## config.mk

```make
export PLATFORM = sky130hd
export DESIGN_NAME = usf_status_flow
export DESIGN_NICKNAME = d
export VERILOG_FILES = /design/src/include/usf_pkg.sv /design/src/design/usf_status_flow.sv
export VERILOG_INCLUDE_DIRS = /design/src /design/src/include
export SDC_FILE = /design/constraint.sdc
export NUM_CORES = 2
export LEC_CHECK = 0
export ABC_AREA = 1
export BUFFER_PORTS_ARGS = -buffer_cell sky130_fd_sc_hd__buf_2
export CORE_ASPECT_RATIO = 1.25
export CORE_MARGIN = 2
export CORE_UTILIZATION = 45
export CTS_BUF_LIST = sky130_fd_sc_hd__clkbuf_16
export DETAILED_ROUTE_END_ITERATION = 10
export MAX_ROUTING_LAYER = met4
export PLACE_DENSITY = 0.73
export SLEW_MARGIN = 20
export SYNTH_ARGS = -nofsm -noshare
export SYNTH_HDL_FRONTEND = slang
export SYNTH_SLANG_ARGS = --single-unit
```

## constraint.sdc

```tcl
create_clock -name core_clk -period 26.1 [get_ports core_clk]
set_input_delay 2.61 -clock core_clk [delete_from_list [all_inputs] [get_ports core_clk]]
set_output_delay 2.61 -clock core_clk [all_outputs]
set_load 0.01 [all_outputs]
```

## src/include/usf_consts.svh

```systemverilog
`ifndef USF_CONSTS_SVH
`define USF_CONSTS_SVH

// Register offsets on the host register port
`define USF_OFS_MCR      3'h4
`define USF_OFS_LSR      3'h5
`define USF_OFS_MSR_TCR  3'h6
`define USF_OFS_SPR_TLR  3'h7

// Modem control bit positions
`define USF_MCR_DTR      0
`define USF_MCR_RTS      1
`define USF_MCR_AUX1     2
`define USF_MCR_AUX2     3
`define USF_MCR_LOOP     4
`define USF_MCR_XANY     5
`define USF_MCR_IR       6
`define USF_MCR_PRESC    7
`define USF_MCR_OPEN_MSK 8'h1f

// Enhanced feature and interrupt enable bits
`define USF_EFR_ENH      4
`define USF_EFR_ARTS     6
`define USF_EFR_ACTS     7
`define USF_IER_MSI      3

// Reset values
`define USF_MCR_RST      8'h00
`define USF_SPR_RST      8'hff
`define USF_TCR_RST      8'h00
`define USF_TLR_RST      8'h00

// FIFO depth and prescaler last count
`define USF_FIFO_DEPTH   7'h40
`define USF_PRESC_LAST   2'h3

// Trigger choices from the fifo control bits
`define USF_RXT_0        7'h08
`define USF_RXT_1        7'h10
`define USF_RXT_2        7'h38
`define USF_RXT_3        7'h3c
`define USF_TXT_0        7'h08
`define USF_TXT_1        7'h10
`define USF_TXT_2        7'h20
`define USF_TXT_3        7'h38

`endif

```

## src/include/usf_pkg.sv

```systemverilog
package usf_pkg;

	typedef struct packed {
		logic [7:0] data;
		logic       par;
		logic       frm;
		logic       brk;
	} usf_rx_char_t;

	typedef struct packed {
		logic cts_n;
		logic dsr_n;
		logic ri_n;
		logic cd_n;
	} usf_modem_in_t;

	typedef struct packed {
		usf_rx_char_t [63:0] mem;
		logic [5:0]          rd_ptr;
		logic [5:0]          wr_ptr;
		logic [6:0]          cnt;
		logic [6:0]          err_cnt;
		logic                overrun;
		logic                brk_seen;
		logic [7:0]          modem_control;
		logic [7:0]          scratch;
		logic [7:0]          halt_resume_levels;
		logic [7:0]          fifo_trigger_levels;
		logic [3:0]          delta;
		logic [3:0]          msr_prev;
		logic                sw_halt;
		logic                rts_halt;
		logic                send_xon;
		logic                send_xoff;
		logic [1:0]          presc_cnt;
		logic                presc_tick;
		logic [7:0]          rdata;
	} usf_state_t;

endpackage

```

## src/design/usf_status_flow.sv

```systemverilog
`timescale 1ns/1ps
`default_nettype none
`include "usf_consts.svh"

module usf_status_flow (
	// Clock and reset
	input  wire logic                  core_clk,
	input  wire logic                  rst,
	// Host register port
	input  wire logic [2:0]            reg_addr,
	input  wire logic                  reg_wr,
	input  wire logic                  reg_rd,
	input  wire logic [7:0]            reg_wdata,
	output logic [7:0]                 reg_rdata,
	// Settings held elsewhere in the UART
	input  wire logic [7:0]            enhanced_feature_reg,
	input  wire logic [7:0]            interrupt_enable_reg,
	input  wire logic [7:0]            fifo_control_reg,
	input  wire logic [7:0]            xon_char,
	input  wire logic [7:0]            xoff_char,
	// Receiver side
	input  wire usf_pkg::usf_rx_char_t rx_char,
	input  wire logic                  rx_char_valid,
	input  wire logic                  rx_pop,
	output usf_pkg::usf_rx_char_t      rx_head,
	output logic [6:0]                 rx_count,
	output logic                       rx_trig_hit,
	// Transmitter side
	input  wire logic [6:0]            tx_level,
	input  wire logic                  tx_shift_busy,
	input  wire logic                  tx_serial,
	output logic                       tx_trig_hit,
	output logic                       tx_halt,
	output logic                       send_xon,
	output logic                       send_xoff,
	output logic                       presc_tick,
	output logic                       ir_enable,
	// Serial and modem pins
	input  wire logic                  rx_pin,
	input  wire usf_pkg::usf_modem_in_t modem_pins,
	output logic                       rx_line,
	output logic                       tx_pin,
	output logic                       rts_n_pin,
	output logic                       dtr_n_pin,
	output logic                       msr_irq
);
	import usf_pkg::*;

	usf_state_t st_ff;
	usf_state_t nxt_st;

	function automatic logic [6:0] lvl4(input logic [3:0] nib);
		lvl4 = {1'b0, nib, 2'b00};
	endfunction

	// Any receive error tag on a character
	function automatic logic has_err(input usf_rx_char_t c);
		has_err = c.par | c.frm | c.brk;
	endfunction

	// Software flow control active for any nonzero selection
	function automatic logic sw_flow(input logic [7:0] feat);
		sw_flow = feat[3:0] != 4'h0;
	endfunction

	// Fifo-control receive trigger choice
	function automatic logic [6:0] rx_choice(input logic [1:0] sel);
		unique case (sel)
			2'b00: rx_choice = `USF_RXT_0;
			2'b01: rx_choice = `USF_RXT_1;
			2'b10: rx_choice = `USF_RXT_2;
			2'b11: rx_choice = `USF_RXT_3;
		endcase
	endfunction

	// Fifo-control transmit trigger choice
	function automatic logic [6:0] tx_choice(input logic [1:0] sel);
		unique case (sel)
			2'b00: tx_choice = `USF_TXT_0;
			2'b01: tx_choice = `USF_TXT_1;
			2'b10: tx_choice = `USF_TXT_2;
			2'b11: tx_choice = `USF_TXT_3;
		endcase
	endfunction

	logic          loop;
	logic [3:0]    msr_now;
	logic [7:0]    line_status;
	logic [7:0]    modem_status;
	logic          alt_map;
	logic          push;
	logic          pop;
	logic          ctrl_char;
	logic [6:0]    rx_trig;
	logic [6:0]    tx_trig;
	usf_rx_char_t  head;

	// Decoded strobes, levels and views
	logic          flow_on;
	logic          head_ok;
	logic          head_err;
	logic          ovr_set;
	logic          rd_lsr;
	logic          rd_msr;
	logic          tx_empty;
	logic [6:0]    tx_space;
	logic [6:0]    halt_lvl;
	logic [6:0]    resume_lvl;
	logic [3:0]    msr_chg;

	assign loop    = st_ff.modem_control[`USF_MCR_LOOP];
	assign alt_map = enhanced_feature_reg[`USF_EFR_ENH] & st_ff.modem_control[`USF_MCR_AUX1];
	assign head    = st_ff.mem[st_ff.rd_ptr];

	assign flow_on    = sw_flow(enhanced_feature_reg);
	assign head_ok    = st_ff.cnt != 7'h00;
	assign head_err   = has_err(head);
	assign rd_lsr     = reg_rd && reg_addr == `USF_OFS_LSR;
	assign rd_msr     = reg_rd && reg_addr == `USF_OFS_MSR_TCR && !alt_map;
	assign tx_empty   = tx_level == 7'h00;
	assign tx_space   = `USF_FIFO_DEPTH - tx_level;
	assign halt_lvl   = lvl4(st_ff.halt_resume_levels[3:0]);
	assign resume_lvl = lvl4(st_ff.halt_resume_levels[7:4]);

	// Status bits in order cts, dsr, ri, cd
	always_comb begin
		if (loop) begin
			msr_now = {st_ff.modem_control[`USF_MCR_RTS], st_ff.modem_control[`USF_MCR_DTR],
				st_ff.modem_control[`USF_MCR_AUX1], st_ff.modem_control[`USF_MCR_AUX2]};
		end else begin
			msr_now = ~{modem_pins.cts_n, modem_pins.dsr_n,
				modem_pins.ri_n, modem_pins.cd_n};
		end
	end

	// Change flags in status order: cts, dsr, ring end, cd
	always_comb begin
		msr_chg[0] = msr_now[3] ^ st_ff.msr_prev[3];
		msr_chg[1] = msr_now[2] ^ st_ff.msr_prev[2];
		msr_chg[2] = st_ff.msr_prev[1] & ~msr_now[1];
		msr_chg[3] = msr_now[0] ^ st_ff.msr_prev[0];
	end

	assign modem_status = {msr_now[0], msr_now[1], msr_now[2], msr_now[3], st_ff.delta};

	// Line status; error tags describe the head character
	always_comb begin
		line_status[7] = st_ff.err_cnt != 7'h00;
		line_status[6] = tx_empty & ~tx_shift_busy;
		line_status[5] = tx_empty;
		line_status[4] = head_ok & head.brk;
		line_status[3] = head_ok & head.frm;
		line_status[2] = head_ok & head.par;
		line_status[1] = st_ff.overrun;
		line_status[0] = head_ok;
	end

	assign ctrl_char = flow_on &&
		(rx_char.data == xon_char || rx_char.data == xoff_char);

	// Trigger selection
	always_comb begin
		if (st_ff.fifo_trigger_levels[7:4] != 4'h0) begin
			rx_trig = lvl4(st_ff.fifo_trigger_levels[7:4]);
		end else begin
			rx_trig = rx_choice(fifo_control_reg[7:6]);
		end
		if (st_ff.fifo_trigger_levels[3:0] != 4'h0) begin
			tx_trig = lvl4(st_ff.fifo_trigger_levels[3:0]);
		end else begin
			tx_trig = tx_choice(fifo_control_reg[5:4]);
		end
	end

	always_comb begin
		nxt_st = st_ff;
		push = 1'b0;
		pop = rx_pop && st_ff.cnt != 7'h00;
		nxt_st.send_xon = 1'b0;
		nxt_st.send_xoff = 1'b0;
		ovr_set = 1'b0;

		// Clock prescaler, held at zero while dividing by one
		if (st_ff.modem_control[`USF_MCR_PRESC]) begin
			nxt_st.presc_cnt = st_ff.presc_cnt + 2'h1;
		end else begin
			nxt_st.presc_cnt = 2'h0;
		end
		nxt_st.presc_tick = ~st_ff.modem_control[`USF_MCR_PRESC] ||
			st_ff.presc_cnt == `USF_PRESC_LAST;

		// Break latch released once the line returns high
		if (rx_line) begin
			nxt_st.brk_seen = 1'b0;
		end

		// Incoming characters
		if (rx_char_valid) begin
			if (st_ff.modem_control[`USF_MCR_XANY]) begin
				nxt_st.sw_halt = 1'b0;
			end
			if (ctrl_char) begin
				nxt_st.sw_halt = rx_char.data == xoff_char;
			end else if (rx_char.brk && st_ff.brk_seen) begin
				nxt_st.brk_seen = 1'b1;
			end else if (st_ff.cnt == `USF_FIFO_DEPTH && !pop) begin
				nxt_st.overrun = 1'b1;
				ovr_set = 1'b1;
			end else begin
				push = 1'b1;
				nxt_st.brk_seen = rx_char.brk;
			end
		end

		if (push) begin
			nxt_st.mem[st_ff.wr_ptr] = rx_char;
			nxt_st.wr_ptr = st_ff.wr_ptr + 6'h01;
		end
		if (pop) begin
			nxt_st.rd_ptr = st_ff.rd_ptr + 6'h01;
		end
		nxt_st.cnt = st_ff.cnt + {6'h00, push} - {6'h00, pop};
		nxt_st.err_cnt = st_ff.err_cnt
			+ {6'h00, push & has_err(rx_char)}
			- {6'h00, pop & head_err};

		// Halt and resume thresholds
		// A zero halt level holds the sender off for good
		if (!st_ff.rts_halt && nxt_st.cnt >= halt_lvl) begin
			nxt_st.rts_halt = 1'b1;
			nxt_st.send_xoff = flow_on;
		end else if (st_ff.rts_halt && nxt_st.cnt <= resume_lvl && nxt_st.cnt < halt_lvl) begin
			nxt_st.rts_halt = 1'b0;
			nxt_st.send_xon = flow_on;
		end

		// Modem change flags; a new change wins over the read clear
		nxt_st.msr_prev = msr_now;
		if (rd_msr) begin
			nxt_st.delta = 4'h0;
		end
		nxt_st.delta = nxt_st.delta | msr_chg;

		// Register reads
		if (reg_rd) begin
			unique case (reg_addr)
				`USF_OFS_MCR:     nxt_st.rdata = st_ff.modem_control;
				`USF_OFS_LSR:     nxt_st.rdata = line_status;
				`USF_OFS_MSR_TCR: nxt_st.rdata = alt_map ? st_ff.halt_resume_levels : modem_status;
				`USF_OFS_SPR_TLR: nxt_st.rdata = alt_map ? st_ff.fifo_trigger_levels : st_ff.scratch;
				default:          nxt_st.rdata = 8'h00;
			endcase
			if (rd_lsr) begin
				nxt_st.overrun = ovr_set;
			end
		end

		// Register writes
		if (reg_wr) begin
			unique case (reg_addr)
				`USF_OFS_MCR: begin
					if (enhanced_feature_reg[`USF_EFR_ENH]) begin
						nxt_st.modem_control = reg_wdata;
					end else begin
						nxt_st.modem_control = (st_ff.modem_control & ~`USF_MCR_OPEN_MSK) |
							(reg_wdata & `USF_MCR_OPEN_MSK);
					end
				end
				`USF_OFS_MSR_TCR: begin
					if (alt_map) begin
						nxt_st.halt_resume_levels = reg_wdata;
					end
				end
				`USF_OFS_SPR_TLR: begin
					if (alt_map) begin
						nxt_st.fifo_trigger_levels = reg_wdata;
					end else begin
						nxt_st.scratch = reg_wdata;
					end
				end
				default: begin
				end
			endcase
		end
	end

	always_ff @(posedge core_clk or posedge rst) begin
		if (rst) begin
			st_ff <= '0;
			st_ff.modem_control <= `USF_MCR_RST;
			st_ff.scratch <= `USF_SPR_RST;
			st_ff.halt_resume_levels <= `USF_TCR_RST;
			st_ff.fifo_trigger_levels <= `USF_TLR_RST;
		end else begin
			st_ff <= nxt_st;
		end
	end

	// Outputs
	assign reg_rdata   = st_ff.rdata;
	assign rx_head     = head;
	assign rx_count    = st_ff.cnt;
	assign rx_trig_hit = st_ff.cnt >= rx_trig;
	assign tx_trig_hit = tx_space >= tx_trig;
	assign tx_halt     = st_ff.sw_halt |
		(enhanced_feature_reg[`USF_EFR_ACTS] & ~msr_now[3]);
	assign send_xon    = st_ff.send_xon;
	assign send_xoff   = st_ff.send_xoff;
	assign presc_tick  = st_ff.presc_tick;
	assign ir_enable   = st_ff.modem_control[`USF_MCR_IR];
	assign rx_line     = loop ? tx_serial : rx_pin;
	assign tx_pin      = loop | tx_serial;
	assign rts_n_pin   = loop | ~(st_ff.modem_control[`USF_MCR_RTS] &
		~(enhanced_feature_reg[`USF_EFR_ARTS] & st_ff.rts_halt));
	assign dtr_n_pin   = loop | ~st_ff.modem_control[`USF_MCR_DTR];
	assign msr_irq     = interrupt_enable_reg[`USF_IER_MSI] & (st_ff.delta != 4'h0);

endmodule

`default_nettype wire

```

==> impl_metrics.csv <==
group,metric,value,unit
outcome,status,"complete, no violations",
clock_network,root_buffer,"clkbuf_16",
sta,max_freq,115,MHz
logic_synthesis,yosysWarnings,0,
die,fp.dieArea,87200,µm²
power,power.leakage,20.3,nW
route,drtIter0Drc,3253,
sta,maxSlewViolCount,0,
place,place_congestion,0.886,
logic_synthesis,synth-adder-area-share,0.0145,
grt,antenna_found_initial,1,
place,dp_hpwl,63700,µm
route,drc,0,
sta,post-route-min-period,8680,ps
logic_synthesis,netlist_instances,4770,
place,port_buffers,107,
grt,grt-ovfl-total,0,
logic_synthesis,avgSynthCellArea,8.00,µm²
route,viasPerCell,5.68,
route,ant_nets,0,
sta,rsz0062_at_grt,"no",
logic_synthesis,synth_cell_types,42,
logic_synthesis,synth_nets,4895,
clock_network,post_cts_buffers,0,
flow_run,drv_cap,0,
route,drtPass1Iterations,7,
logic_synthesis,synthTopCellsByCount,"nand2_1, dfrtp_1, nand3_1, o21ai_0, nor2_1",
finish,num-nets-final,4782,
die,start_util,0.454,
die,die_x,264,µm
logic_synthesis,netlist_top_cells_area,"dfrtp_1, nand2_1, nand3_1",
logic_synthesis,netlist_area,38200,µm²
sta,slew_headroom,0.261,
logic_synthesis,ys_ff_latch,787,
logic_synthesis,synth_top_family_by_area,"simple AND/OR/NAND/NOR gates",
grt,grt_max_degree,187,
logic_synthesis,synth_largest_area_cell,"dfrtp_1",
sta,fin_crit_sh,0.333,
sta,finalSetupViolCount,0,
logic_synthesis,yosysMostFrequentCell,"nand2_1",
clock_network,clk_pin_slew_worst_paths,60,ps
clock_network,cts_inserted_buffers,82,
power,power,4.90,mW
clock_network,cts_hold_buf,0,
logic_synthesis,async_flop_share,1.00,
critical_path,worstPathMaxFanout,110,
grt,first_global_vias,31700,
power,ir_drop,0.0000830,V
logic_synthesis,synthMuxAreaShare,0,
sta,setup_tns,0,ps
finish,syn2layout_area_growth,8.49,%
route,totalWireLength,109000,µm
hold_path,hold_class,"flop to flop",
logic_synthesis,synth_top_area_frac,0.511,
grt,grt_pass1_wl,174000,µm
grt,grt.total_usage,0.260,
critical_path,worstPathRequired,23490,ps
route,vias,33000,
route,avgRoutedWirePerCell,18.8,µm
logic_synthesis,ys.flop_type,"dfrtp_1",
critical_path,start_kind,"flop",
clock_network,max-clock-path-buffers,3,
logic_synthesis,synth_compound_area_frac,0.140,
critical_path,critPathCaptureType,"primary output",
critical_path,arrival,6070,ps
sta,finClkSkew,18.8,ps
sta,hold_viol,0,
logic_synthesis,synth_edf_count,0,
die,core,84100,µm²
clock_network,clock_sinks,787,
die,rows,119,
clock_network,clk_latency,630,ps
clock_network,cts_tree,"yes",
clock_network,cts_resized,0,
power,p_per_area,118,nW/µm²
finish,drive_gt1_frac,0.0729,
clock_network,h-tree-depth,3,
logic_synthesis,synthXorXnorAreaFrac,0.00643,
die,ioPinCount,120,
logic_synthesis,yosys.area_share.simple,0.262,
critical_path,critPathKind,"flop to primary output",
sta,tightest_slew,1110,ps
logic_synthesis,ys_seq_area_frac,0.516,
die,dieHeight,330,µm
[layout by cell type (no fill, tap or decap), types with 3 or more instances in the layout]
cell | Yosys | final
nand2_1 | 1434 | 1434
dfrtp_1 | 779 | 776
nand3_1 | 438 | 438
o21ai_0 | 423 | 423
nor2_1 | 402 | 402
o21ai_1 | 360 | 360
inv_1 | 178 | 189
buf_2 | 106 | 107
clkbuf_16 | 0 | 85
o22ai_1 | 71 | 71
o221ai_1 | 50 | 50
a21oi_1 | 47 | 47
ha_1 | 41 | 41
buf_4 | 30 | 39
nand2_4 | 38 | 38
nand4_1 | 33 | 33
nand2_2 | 26 | 26
clkinv_1 | 3 | 25
o211ai_1 | 24 | 24
xor2_1 | 22 | 22
clkinv_2 | 0 | 11
nor3_1 | 8 | 8
bufinv_16 | 0 | 8
dfstp_2 | 8 | 8
inv_2 | 3 | 7
xnor2_1 | 6 | 6
o21bai_1 | 5 | 5
a221oi_1 | 4 | 4
a31oi_1 | 3 | 3
o21a_1 | 3 | 3
[per-layer routing]
metal / part of all wire / vias up / GRT usage
met5: 0 / - / -
met4: 0.055 / 0 / 0.138
met3: 0.065 / 258 / 0.0304
met2: 0.46 / 1201 / 0.412
met1: 0.42 / 16000 / 0.328
li1: - / 15500 / -
[power breakdown]
group	internal, mW	switching (mW)
Clock	0.665	0.486
Combinational	0.601	1.28
Sequential	1.62	0.257
Total	2.88	2.02
[final timing paths]
path / from / to / slack, ps / cells past startpoint
max in group asynchronous: rst / st_ff[77]$_DFFE_PP0P_ / 20930 / 5
max reg2reg: st_ff[77]$_DFFE_PP0P_ / st_ff[63]$_DFF_PP0_ / 18860 / 25
max: st_ff[77]$_DFFE_PP0P_ / rx_head[1] / 17420 / 12
min in group asynchronous: rst / st_ff[219]$_DFFE_PP0P_ / 2130 / 2
min: st_ff[9]$_DFF_PP0_ / st_ff[9]$_DFF_PP0_ / 440 / 1
min reg2reg: st_ff[9]$_DFF_PP0_ / st_ff[9]$_DFF_PP0_ / 440 / 1
[final cells by class]
cell class                 instances  area, µm²
fill                            8011      42700
antenna                            1       2.50
sequential                       787      19700
tap                             1089       1360
timing repair buffer             149        871
clock buffer                      85       2130
inverter                         184        708
clock inverter                    61        463
multi-input combinational       3453      16200
[per-stage QoR]
stage          hold slack (ps)   util  instances  area [µm²]  setup WS, ps
6_report                   438  0.492       5809       41400         17420
5_1_grt                    462  0.492       5809       41400         17220
4_1_cts                    441  0.492       5808       41400         17600
3_5_place_dp               433  0.461       5662       38800         18280
3_3_place_gp               420  0.461       5662       38800         18280
2_1_floorplan              407      -       4770       38200          1410
[kinds of logic (layout without fill, tap and decap cells)]
family | Yosys count | in the layout
buf+inv | 530 | 479
flops | 787 | 787
fa+ha+maj | 43 | 43
other cells | 0 | 1
xor+xnor | 28 | 28
compound gates | 994 | 994
simple gates | 2388 | 2388
[worst max-delay path, cell delays in order, from the launching register on]
cell     delay (ps)
dfrtp_4         770
inv_8           500
buf_4           820
buf_4           790
buf_4           840
nand2_1         140
nand3_1         120
a21oi_1          90
nor2_1          250
nand2_1         120
nand3_1         100
nand2_1         240
buf_2           240
[sequential cells by signal, indices dropped and copies added, names as in the netlist]
register	cells
loop	1
line_status	1
resume_lvl	4
send_xoff	1
send_xon	1
rx_count	7
halt_lvl	4
modem_status	4
presc_tick	1
reg_rdata	8
st_ff	754
ir_enable	1
No activity file was read; power rests on OpenSTA's default activity.
